File: config.mk
export PLATFORM = sky130hd
export DESIGN_NAME = dsop_ports
export DESIGN_NICKNAME = d
export VERILOG_FILES = /design/src/dsop_pkg.sv /design/src/dsop_ports.sv
export SDC_FILE = /design/constraint.sdc
export NUM_CORES = 1
export LEC_CHECK = 0
export BUFFER_PORTS_ARGS = -buffer_cell sky130_fd_sc_hd__buf_2
export CAP_MARGIN = 5
export CORE_MARGIN = 2
export CORE_UTILIZATION = 55
export CTS_CLUSTER_DIAMETER = 80
export DETAILED_ROUTE_END_ITERATION = 10
export HOLD_SLACK_MARGIN = 0.06
export PLACE_DENSITY = 0.8
export SETUP_SLACK_MARGIN = 0.5
export SYNTH_ARGS = -nofsm -noshare
export SYNTH_HDL_FRONTEND = slang
export SYNTH_SLANG_ARGS = --single-unit
File: constraint.sdc
create_clock -name clk -period 8.1 [get_ports clk]
set_input_delay 1.62 -clock clk [delete_from_list [all_inputs] [get_ports clk]]
set_output_delay 1.62 -clock clk [all_outputs]
set_load 0.02 [all_outputs]
File: src/dsop_pkg.sv
package dsop_pkg;

  // ----------------------------------------
  // Port addresses
  // ----------------------------------------
  localparam logic [4:0] ADDR_OUT_ONE = 5'h01;
  localparam logic [4:0] ADDR_OUT_TWO = 5'h02;
  localparam logic [4:0] ADDR_MIXED = 5'h03;
  localparam logic [4:0] ADDR_SEG_LOW = 5'h04;
  localparam logic [4:0] ADDR_SEG_HIGH = 5'h05;
  localparam logic [4:0] ADDR_GEN_SIX = 5'h06;
  localparam logic [4:0] ADDR_GEN_SEVEN = 5'h07;
  localparam logic [4:0] ADDR_STATUS_NINE = 5'h09;
  localparam logic [4:0] ADDR_DIGIT_A = 5'h0A;
  localparam logic [4:0] ADDR_DIGIT_D = 5'h0D;

  // ----------------------------------------
  // Reset values and fields
  // ----------------------------------------
  localparam logic [3:0] MIXED_RESET = 4'hF;
  localparam logic [3:0] SEG_RESET = 4'h0;
  localparam logic [3:0] DIGIT_RESET = 4'h0;
  localparam logic [3:0] PLAIN_RESET = 4'h0;
  localparam logic [3:0] GEN_RESET = 4'hF;
  localparam logic [3:0] NIBBLE_ZERO = 4'h0;
  localparam int PWM_BIT = 2;
  localparam int WDT_BIT = 3;
  localparam int KEY_BIT = 3;
  localparam int DIGIT_PORTS = 4;
  // Bit-addressed ports: L[4:2] picks the port, L[1:0] the bit
  localparam logic [2:0] BSEL_SEG_LOW = 3'h0;
  localparam logic [2:0] BSEL_SEG_HIGH = 3'h1;
  localparam logic [2:0] BSEL_GEN_SIX = 3'h2;
  localparam logic [2:0] BSEL_GEN_SEVEN = 3'h3;

  typedef enum logic [1:0] {
    BIT_NONE = 2'b00,
    BIT_SET = 2'b01,
    BIT_CLEAR = 2'b10,
    BIT_TEST = 2'b11
  } dsop_bitop_type;

  typedef struct packed {
    logic wr;
    logic rd;
    logic [4:0] addr;
    logic [3:0] data;
  } dsop_io_type;

  typedef struct packed {
    dsop_bitop_type op;
    logic [4:0] l_reg;
  } dsop_bit_type;

  typedef struct packed {
    logic wr;
    logic [7:0] data;
  } dsop_conv_type;

endpackage

File: src/dsop_ports.sv
`timescale 1ns/1ps
`default_nettype none

// Summary of operation
// - Reset loads all four mixed-port latches with one.
// - PWM drives mixed bit two, watchdog drives mixed bit three.
// - Reads of segment and digit ports return latch contents.
// - Reset clears both segment port latches to zero.
// - Segment pins show display data only while latch is zero.
// - Segment writes ignored while display enabled; accepted only in blanking.
// - Segment and general six/seven bits set, cleared, tested via L register.
// - Reset clears all four digit port latches to zero.
// - Sixteen digit pins show digit signal only while latch is zero.
// - Digit port writes act even while display is enabled.
// - Conversion output writes eight bits to plain ports one and two together.
// - In key-scan mode status bit three at address nine is key input.
module dsop_ports (
  input wire logic clk,
  input wire logic reset,
  input wire logic clk_en,
  input wire dsop_pkg::dsop_io_type io_req,
  input wire dsop_pkg::dsop_bit_type bit_req,
  input wire dsop_pkg::dsop_conv_type conv_req,
  output logic [3:0] io_rdata,
  output logic bit_test_q,
  input wire logic pwm_n,
  input wire logic watchdog_n,
  input wire logic display_enable,
  input wire logic key_scan_mode,
  input wire logic [7:0] seg_data,
  input wire logic [15:0] digit_data,
  input wire logic key_pin,
  input wire logic [3:0] mixed_pin_in,
  input wire logic [3:0] six_pin_in,
  input wire logic [3:0] seven_pin_in,
  output logic [3:0] mixed_pin_out,
  output logic [3:0] mixed_pin_oe,
  output logic [7:0] seg_pin,
  output logic [15:0] digit_pin,
  output logic [3:0] six_pin_out,
  output logic [3:0] six_pin_oe,
  output logic [3:0] seven_pin_out,
  output logic [3:0] seven_pin_oe,
  output logic [3:0] out_one_pin,
  output logic [3:0] out_two_pin
);
  import dsop_pkg::*;

  // ----------------------------------------
  // Pin synchronisers
  // ----------------------------------------
  logic [3:0] mixed_s1_q, mixed_s2_q, six_s1_q, six_s2_q, seven_s1_q, seven_s2_q;
  logic key_s1_q, key_s2_q, disp_s1_q, disp_s2_q;

  always_ff @(posedge clk or posedge reset) begin
    if (reset) begin
      mixed_s1_q <= NIBBLE_ZERO;
      mixed_s2_q <= NIBBLE_ZERO;
      six_s1_q <= NIBBLE_ZERO;
      six_s2_q <= NIBBLE_ZERO;
      seven_s1_q <= NIBBLE_ZERO;
      seven_s2_q <= NIBBLE_ZERO;
      key_s1_q <= 1'b0;
      key_s2_q <= 1'b0;
      disp_s1_q <= 1'b0;
      disp_s2_q <= 1'b0;
    end else if (clk_en) begin
      mixed_s1_q <= mixed_pin_in;
      mixed_s2_q <= mixed_s1_q;
      six_s1_q <= six_pin_in;
      six_s2_q <= six_s1_q;
      seven_s1_q <= seven_pin_in;
      seven_s2_q <= seven_s1_q;
      key_s1_q <= key_pin;
      key_s2_q <= key_s1_q;
      disp_s1_q <= display_enable;
      disp_s2_q <= disp_s1_q;
    end
  end

  // ----------------------------------------
  // Latches
  // ----------------------------------------
  logic [3:0] mixed_q, mixed_d, seg_lo_q, seg_lo_d, seg_hi_q, seg_hi_d;
  logic [3:0] six_q, six_d, seven_q, seven_d, one_q, one_d, two_q, two_d;
  logic [3:0] digit_q [DIGIT_PORTS];

  wire wr_hit = io_req.wr;
  // Segment latches are locked out while the display scans
  wire seg_wr_ok = ~disp_s2_q;
  wire [2:0] bsel = bit_req.l_reg[4:2];
  wire [1:0] bidx = bit_req.l_reg[1:0];
  wire bset = (bit_req.op == BIT_SET);
  wire bclr = (bit_req.op == BIT_CLEAR);
  wire [3:0] bmask = 4'h1 << bidx;

  function automatic logic [3:0] bit_apply(input logic [3:0] cur, input logic hit);
    bit_apply = cur;
    if (hit && bset) begin
      bit_apply = cur | bmask;
    end else if (hit && bclr) begin
      bit_apply = cur & ~bmask;
    end
  endfunction

  assign mixed_d = (wr_hit && io_req.addr == ADDR_MIXED) ? io_req.data : mixed_q;
  assign seg_lo_d = !seg_wr_ok ? seg_lo_q :
                    (wr_hit && io_req.addr == ADDR_SEG_LOW) ? io_req.data :
                    bit_apply(seg_lo_q, bsel == BSEL_SEG_LOW);
  assign seg_hi_d = !seg_wr_ok ? seg_hi_q :
                    (wr_hit && io_req.addr == ADDR_SEG_HIGH) ? io_req.data :
                    bit_apply(seg_hi_q, bsel == BSEL_SEG_HIGH);
  assign six_d = (wr_hit && io_req.addr == ADDR_GEN_SIX) ? io_req.data :
                 bit_apply(six_q, bsel == BSEL_GEN_SIX);
  assign seven_d = (wr_hit && io_req.addr == ADDR_GEN_SEVEN) ? io_req.data :
                   bit_apply(seven_q, bsel == BSEL_GEN_SEVEN);
  // Conversion output updates both plain ports in one cycle
  assign one_d = conv_req.wr ? conv_req.data[3:0] :
                 (wr_hit && io_req.addr == ADDR_OUT_ONE) ? io_req.data : one_q;
  assign two_d = conv_req.wr ? conv_req.data[7:4] :
                 (wr_hit && io_req.addr == ADDR_OUT_TWO) ? io_req.data : two_q;

  always_ff @(posedge clk or posedge reset) begin
    if (reset) begin
      mixed_q <= MIXED_RESET;
      seg_lo_q <= SEG_RESET;
      seg_hi_q <= SEG_RESET;
      six_q <= GEN_RESET;
      seven_q <= GEN_RESET;
      one_q <= PLAIN_RESET;
      two_q <= PLAIN_RESET;
    end else if (clk_en) begin
      mixed_q <= mixed_d;
      seg_lo_q <= seg_lo_d;
      seg_hi_q <= seg_hi_d;
      six_q <= six_d;
      seven_q <= seven_d;
      one_q <= one_d;
      two_q <= two_d;
    end
  end

  // ----------------------------------------
  // Digit ports, written regardless of display state
  // ----------------------------------------
  for (genvar g = 0; g < DIGIT_PORTS; g++) begin : g_digit
    wire hit = wr_hit && (io_req.addr == ADDR_DIGIT_A + 5'(g));
    always_ff @(posedge clk or posedge reset) begin
      if (reset) begin
        digit_q[g] <= DIGIT_RESET;
      end else if (clk_en && hit) begin
        digit_q[g] <= io_req.data;
      end
    end
  end

  // ----------------------------------------
  // Read-back and bit test
  // ----------------------------------------
  logic [3:0] rd_mux;
  wire [3:0] status_nine = {key_scan_mode & key_s2_q, 3'h0};
  wire [3:0] seg_sel_bits = bsel == BSEL_SEG_LOW ? seg_lo_q :
                            bsel == BSEL_SEG_HIGH ? seg_hi_q :
                            bsel == BSEL_GEN_SIX ? six_s2_q : seven_s2_q;
  wire test_bit = seg_sel_bits[bidx];
  wire is_digit = io_req.addr >= ADDR_DIGIT_A && io_req.addr <= ADDR_DIGIT_D;
  wire [1:0] dsel = 2'(io_req.addr - ADDR_DIGIT_A);

  always_comb begin
    rd_mux = NIBBLE_ZERO;
    if (is_digit) begin
      rd_mux = digit_q[dsel];
    end else begin
      unique case (io_req.addr)
        ADDR_MIXED: rd_mux = mixed_s2_q;
        ADDR_SEG_LOW: rd_mux = seg_lo_q;
        ADDR_SEG_HIGH: rd_mux = seg_hi_q;
        ADDR_GEN_SIX: rd_mux = six_s2_q;
        ADDR_GEN_SEVEN: rd_mux = seven_s2_q;
        ADDR_STATUS_NINE: rd_mux = status_nine;
        default: rd_mux = NIBBLE_ZERO;
      endcase
    end
  end

  // ----------------------------------------
  // Pin drive: mixed-port latch one releases pin to alternate
  // ----------------------------------------
  logic [3:0] alt_mixed;
  assign alt_mixed = {watchdog_n, pwm_n, 2'b11};
  wire [15:0] digit_flat = {digit_q[3], digit_q[2], digit_q[1], digit_q[0]};

  always_ff @(posedge clk or posedge reset) begin
    if (reset) begin
      io_rdata <= NIBBLE_ZERO;
      bit_test_q <= 1'b0;
      mixed_pin_out <= MIXED_RESET;
      mixed_pin_oe <= NIBBLE_ZERO;
      seg_pin <= 8'h00;
      digit_pin <= 16'h0000;
      six_pin_out <= GEN_RESET;
      six_pin_oe <= NIBBLE_ZERO;
      seven_pin_out <= GEN_RESET;
      seven_pin_oe <= NIBBLE_ZERO;
      out_one_pin <= PLAIN_RESET;
      out_two_pin <= PLAIN_RESET;
    end else if (clk_en) begin
      if (io_req.rd) begin
        io_rdata <= rd_mux;
      end
      if (bit_req.op == BIT_TEST) begin
        bit_test_q <= test_bit;
      end
      mixed_pin_out <= mixed_q & alt_mixed;
      mixed_pin_oe <= ~(mixed_q & alt_mixed);
      // Latch zero lets display data through; a one forces the pin on
      seg_pin <= {seg_hi_q, seg_lo_q} | (disp_s2_q ? seg_data : 8'h00);
      digit_pin <= digit_flat | (disp_s2_q ? digit_data : 16'h0000);
      six_pin_out <= six_q;
      six_pin_oe <= ~six_q;
      seven_pin_out <= seven_q;
      seven_pin_oe <= ~seven_q;
      out_one_pin <= one_q;
      out_two_pin <= two_q;
    end
  end

  // ----------------------------------------
  // Checks
  // ----------------------------------------
  a_mixed_reset_ones: assert property (@(posedge clk) $fell(reset) |-> mixed_q == MIXED_RESET)
    else $error("mixed latch not all ones after reset");
  a_seg_blank_lock: assert property (@(posedge clk) disable iff (reset)
    clk_en && disp_s2_q |=> $stable({seg_hi_q, seg_lo_q}))
    else $error("segment latch changed while display enabled");
  a_digit_write_live: assert property (@(posedge clk) disable iff (reset)
    clk_en && io_req.wr && io_req.addr == ADDR_DIGIT_A |=> digit_q[0] == $past(io_req.data))
    else $error("digit write lost");
  a_conv_both_ports: assert property (@(posedge clk) disable iff (reset)
    clk_en && conv_req.wr |=> {two_q, one_q} == $past(conv_req.data))
    else $error("conversion output not on both ports");
  a_pwm_pin_route: assert property (@(posedge clk) disable iff (reset)
    clk_en && mixed_q[PWM_BIT] |=> mixed_pin_out[PWM_BIT] == $past(pwm_n))
    else $error("pwm not routed to bit two");
  a_wdt_pin_route: assert property (@(posedge clk) disable iff (reset)
    clk_en && mixed_q[WDT_BIT] |=> mixed_pin_out[WDT_BIT] == $past(watchdog_n))
    else $error("watchdog not routed to bit three");
  a_seg_readback: assert property (@(posedge clk) disable iff (reset)
    clk_en && io_req.rd && io_req.addr == ADDR_SEG_LOW |=> io_rdata == $past(seg_lo_q))
    else $error("segment read-back wrong");
  a_bit_clear_six: assert property (@(posedge clk) disable iff (reset)
    clk_en && !io_req.wr && bclr && bsel == BSEL_GEN_SIX |=> six_q[$past(bidx)] == 1'b0)
    else $error("indirect bit clear failed");
  a_key_status: assert property (@(posedge clk) disable iff (reset)
    clk_en && io_req.rd && io_req.addr == ADDR_STATUS_NINE && !key_scan_mode
    |=> io_rdata[KEY_BIT] == 1'b0)
    else $error("key status shown outside key-scan mode");

endmodule

`default_nettype wire

==> impl_metrics.toml, run 1 <==
[global_routing]
grtUsageTotal_pct = 25.4
grt_max_degree = 84
grt_pass1_wl_um = 24900
grt_overflow = 0
antenna_found_initial = 0
first_global_vias = 4885

[setup_path]
worst_r2r_startpoint = "disp_s2_q"
crit_path_max_incr_delay_ps = 640
end_kind = "register"
crit_slowest_cell = "buf_4"
critical_path_buf_inv_count = 2
crit_type = "in -> reg"
crit_top_cell = "buf_4"
arrival_ps = 3800
cp_max_fo = 83
regToRegSetupSlack_ps = 6270
worstPathCellList = "buf_4 > buf_4 > nand2b_1 > o31ai_1 > o21ai_1"
reg2reg_depth = 3
startpoint_type = "input port"
required_ps = 8380
critPathTopFamily = "buffers and inverters"

[min_path]
hp-start = "mixed_pin_oe[2]"
hold_path_depth = 1
hold_end = "mixed_pin_oe[2]"
hold_class = "reg -> reg"

[cells_and_area]
diodes = 0
fin_cells = 804
fin_nets = 719
synthToLayoutAreaGrowth_pct = 20.4
layout-drive-gt1-share_pct = 40.4

[run_status]
status = "complete, no violations"

[job]
cap_violations = 0

[floorplan]
die_h_um = 111
fp-row-count = 39
die_w_um = 111
coreArea_mm2 = 0.0113
initial_core_util_pct = 55.7
io_pins = 132
dieArea_mm2 = 0.0123

[cts]
cts_resized = 0
clk_path_buf_depth = 2
cts.sinks = 133
tritoncts = "done"
root_buffer = "clkbuf_16"
path_clk_slew_ps = 60
h-tree-depth = 4
post_cts_buffers = 0
numCtsBuffers = 17
worstSkewPairLatency_ps = 420
holdBufCountCts = 0

[sta]
rsz0062_at_grt = "false"
max_freq_mhz = 284
tightest_slew_ps = 967
skew_ps = 6.21
slew_headroom_pct = 35.5
maxSlewViolCount = 0
fin_crit_sh_pct = 43.5
final-setup-viol-count = 0
finalHoldViolCount = 0
period_minus_slack_ps = 3520
finalSetupTns_ps = 0
layout_setup_ws_ps = 4580

[detailed_routing]
drc = 0
wl_per_cell_um = 18.8
ant_nets = 0
wl_um = 15200
drt_pass1_iterations = 5
vias = 4753
vias_per_cell = 5.91
drt_iter0_drc = 466

[yosys]
syn_nets = 603
synth_top_area_cell = "dfrtp_1"
yosys_register_bits = 133
synth.area.top_cells = "dfrtp_1 43%, dfstp_2 10%, mux2_2 8.9%"
synth.most_common_cell = "dfrtp_1"
synth_ff_type = "dfrtp_1"
synth-edff-count = 0
syn_inst = 532
yosysUniqueCellTypes = 62
seq_area_frac_synth_pct = 53.3
synth-async-reset-ratio_pct = 100
synth_top_area_share_pct = 43.3
syn_area_mm2 = 0.00630
yosysWarnings = 0
yosys-top-cells-count = "109 x dfrtp_1, 67 x a21oi_1, 50 x mux2_2, 37 x nor2_1"
syn_area_per_cell_um2 = 11.8

[pwr]
peakVddDrop_mv = 0.151
powerDensity_mw_per_mm2 = 264
p_leak_nw = 3.40

[place]
pre_cts_ws_ps = 4200
globalplace.congestion = 0.934
io_buffers = 131
hpwl_um = 10200
dp_cells = 772
final cells by class:
type / instances / area [µm²]
repair buffers: 133 / 673
inverters: 8 / 32.5
clock inverters: 8 / 120
clock buffers: 24 / 502
multi-input cells: 355 / 2730
fillers: 849 / 3730
flip-flops and latches: 133 / 3360
well taps: 143 / 179
cell usage in the layout, fill, tap and decap left out, types with 4 or more instances in the layout:
cell type | Yosys | final
or3b_1 | 4 | 4
o21ai_0 | 5 | 5
nand2_1 | 24 | 24
mux2_2 | 50 | 50
o31ai_1 | 6 | 6
inv_1 | 8 | 7
dfstp_2 | 24 | 24
mux2_1 | 24 | 24
a21o_1 | 5 | 5
nor2_1 | 37 | 37
a21oi_1 | 67 | 67
buf_2 | 11 | 130
nor2b_1 | 4 | 4
mux2i_1 | 18 | 18
nand3_1 | 6 | 6
nand2b_1 | 9 | 9
o2bb2ai_1 | 7 | 7
clkbuf_16 | 0 | 17
o211ai_1 | 8 | 8
clkbuf_8 | 0 | 5
o21ai_1 | 8 | 8
a31oi_1 | 6 | 6
mux4_2 | 8 | 8
dfrtp_1 | 109 | 109
worst max path at each step:
| stage | start | to | slack [ps] | cells after the start |
|---|---|---|---|---|
| 4_1_cts | clk_en | digit_flat[12] | 4620 | 5 |
| 3_3_place_gp | clk_en | digit_flat[15] | 4310 | 5 |
| 5_1_grt | clk_en | register | 4310 | 5 |
| 2_1_floorplan | reset | asynchronous set/reset pin | 2970 | 1 |
| 6_report | clk_en | register | 4580 | 5 |
| 3_5_place_dp | clk_en | digit_flat[12] | 4200 | 5 |
cell families (layout without fill, tap and decap cells):
kind of cell	after synthesis	after routing	synth area share, %
AND/OR/NAND/NOR	122	122	11.2
multiplexers	100	100	18.9
flip-flops	133	133	53.3
AO/OA/AOI/OAI	131	131	12.8
buffers and inverters	44	173	3.45
XOR/XNOR	2	2	0.278
layer usage:
metal | vias up | wire (µm) | GRT usage, %
li1 | 2168 | - | -
met1 | 2349 | 6450 | 34.2
met2 | 208 | 7280 | 40.0
met3 | 28 | 1100 | 6.78
met4 | 0 | 323 | 9.38
met5 | - | 0 | 0
per-stage QoR:
| step | util [%] | hold slack (ps) | power (mW) | area (µm²) |
|---|---|---|---|---|
| 6_report | 67.1 | 470 | 2.00 | 7590 |
| 5_1_grt | 67.1 | 493 | 2.08 | 7590 |
| 4_1_cts | 67.1 | 475 | 2.01 | 7590 |
| 3_5_place_dp | 61.6 | 462 | 1.21 | 6970 |
| 3_3_place_gp | 61.6 | 459 | 1.19 | 6970 |
| 2_1_floorplan | - | 449 | 1.08 | 6300 |
power by group:
group	total, mW	switching, mW	internal [mW]
Clock	0.800	0.277	0.523
Sequential	0.862	0.0783	0.784
Combinational	0.340	0.195	0.145
Total	2.00	0.550	1.45
No activity file was read; power rests on OpenSTA's default activity.
==> run 2, diff against run 1 <==
Settings changed: ABC_AREA set to 1, CORE_UTILIZATION 55 to 49, PLACE_DENSITY 0.8 to 0.76.
Clock period 8.1 ns to 3.2 ns, I/O delays scaled along.
==> run 2 against run 1 <==
Net effect:
- count of clock-buffer cells in the layout shrank 4
- die area grew 8.0%
- worst hold slack lost 140 ps
- synthesized cell count grew 40%
- setup slack lost 3100 ps
- combinational power grew 76%
==> impl_metrics.toml, run 2 <==
[sta]
fin_crit_sh_pct = 54.7
layout_setup_ws_ps = 1450
skew_ps = 6.31
rsz0062_at_grt = "false"
maxSlewViolCount = 0
slew_headroom_pct = 41.3
max_freq_mhz = 571
tightest_slew_ps = 880
finalSetupTns_ps = 0
final-setup-viol-count = 0
period_minus_slack_ps = 1750
finalHoldViolCount = 0

[yosys]
synth-async-reset-ratio_pct = 100
syn_inst = 744
synth_top_area_cell = "dfrtp_1"
synth.most_common_cell = "nand2_1"
yosysUniqueCellTypes = 28
yosys_register_bits = 133
seq_area_frac_synth_pct = 55.2
syn_area_mm2 = 0.00608
yosys-top-cells-count = "270 x nand2_1, 109 x dfrtp_1, 88 x o21ai_0, 45 x inv_1, 37 x nand3_1"
syn_area_per_cell_um2 = 8.17
synth-edff-count = 0
synth_ff_type = "dfrtp_1"
synth.area.top_cells = "dfrtp_1 45%, nand2_1 17%, dfstp_2 10%"
yosysWarnings = 0
syn_nets = 815
synth_top_area_share_pct = 44.9

[cts]
holdBufCountCts = 0
post_cts_buffers = 0
h-tree-depth = 4
numCtsBuffers = 17
clk_path_buf_depth = 2
tritoncts = "done"
cts_resized = 0
worstSkewPairLatency_ps = 420
cts.sinks = 133
path_clk_slew_ps = 60
root_buffer = "clkbuf_16"

[pwr]
peakVddDrop_mv = 0.294
p_leak_nw = 3.75
powerDensity_mw_per_mm2 = 618

[global_routing]
antenna_found_initial = 1
first_global_vias = 5072
grtUsageTotal_pct = 24.3
grt_max_degree = 61
grt_pass1_wl_um = 24900
grt_overflow = 0

[setup_path]
critical_path_buf_inv_count = 1
crit_slowest_cell = "dfstp_2"
critPathTopFamily = "flip-flops"
crit_type = "reg -> out"
arrival_ps = 1110
worst_r2r_startpoint = "disp_s2_q"
worstPathCellList = "buf_2"
startpoint_type = "register"
cp_max_fo = 2
required_ps = 2560
end_kind = "output pin"
crit_path_max_incr_delay_ps = 530
startpoint = "six_pin_out[1]"

[place]
globalplace.congestion = 0.934
dp_cells = 1021
hpwl_um = 10900
io_buffers = 131
pre_cts_ws_ps = 1120

[cells_and_area]
mostFrequentLayoutCells = "270 x nand2_1, 131 x buf_2, 109 x dfrtp_1"
fill_cells = 1053
fin_cells = 1053
multi_input_area_mm2 = 0.00239
diodes = 0
layout-drive-gt1-share_pct = 24.6
synthToLayoutAreaGrowth_pct = 24.0
fin_nets = 943
mostFrequentLayoutCell = "nand2_1"
regArea_mm2 = 0.00336

[detailed_routing]
wl_per_cell_um = 14.5
drt_pass1_iterations = 5
drc = 0
vias_per_cell = 5.13
wl_um = 15300
drt_iter0_drc = 403
vias = 5398
ant_nets = 0

[floorplan]
io_pins = 132
initial_core_util_pct = 50.4
die_w_um = 115
fp-row-count = 40
coreArea_mm2 = 0.0121
dieArea_mm2 = 0.0133
die_h_um = 115

[job]
cap_violations = 0

[min_path]
hold_class = "in -> async"

[run_status]
status = "complete, no violations"
==> run 2: changes by cell type in the layout (fill, tap and decap cells not counted), sizes merged, moves of 9 or more <==
cell / change
nand3: +29
o21ai: +95
a21oi: -32
nand2: +248
mux2i: -18
inv: +45
mux2: -74
nand2b: -9
o21a: +9
==> run 2: layout make-up <==
type | instances | area share (%)
clock inverter | 12 | 2.34
inverter | 55 | 2.79
tap | 168 | 2.79
timing repair buffer | 136 | 9.69
clock buffer | 20 | 6.19
sequential | 133 | 44.5
multi-input combinational | 529 | 31.7
==> run 2: routing by layer <==
layer  GRT usage (%)  vias to the layer above  share of wire (%)
li1                -                     2685                  -
met1            33.0                     2511                 47
met2            38.0                      184                 45
met3            6.48                       18                7.0
met4            8.51                        0                1.2
met5               0                        -                  0
==> run 2: kinds of logic (layout without fill, tap and decap cells) <==
family / Yosys count / after routing / synth area share (%)
and+or+nand+nor: 358 / 358 / 24.1
AOI/OAI and AO/OA: 171 / 171 / 15.2
DFF: 133 / 133 / 55.2
buffers and inverters: 82 / 223 / 5.53
==> run 2: power by group <==
part	switching, mW	internal [mW]	leakage (nW)
registers	0.111	1.86	1.59
logic	0.393	0.207	1.86
clock network	0.724	1.36	0.300
==> run 2: final timing paths <==
check,end,slack [ps],cells after the start
max,six_pin_out[1],1450,1
min,seg_pin[7],330,2
max reg2reg,register,1490,6
min in group clk,mixed_s1_q[0],420,3
min reg2reg,six_pin_out[3],460,2
max in group asynchronous,mixed_q[3],2120,3
==> run 2: metrics by stage <==
stage               hold WS [ps]  instance area, µm²  util (%)  power [mW]
floorplan                    442                6080         -        2.36
global route                 390                7540      62.5        4.87
CTS                          341                7540      62.5        4.70
detailed placement           454                6900      57.2        2.60
finish                       333                7540      62.5        4.66
global placement             450                6900      57.2        2.59
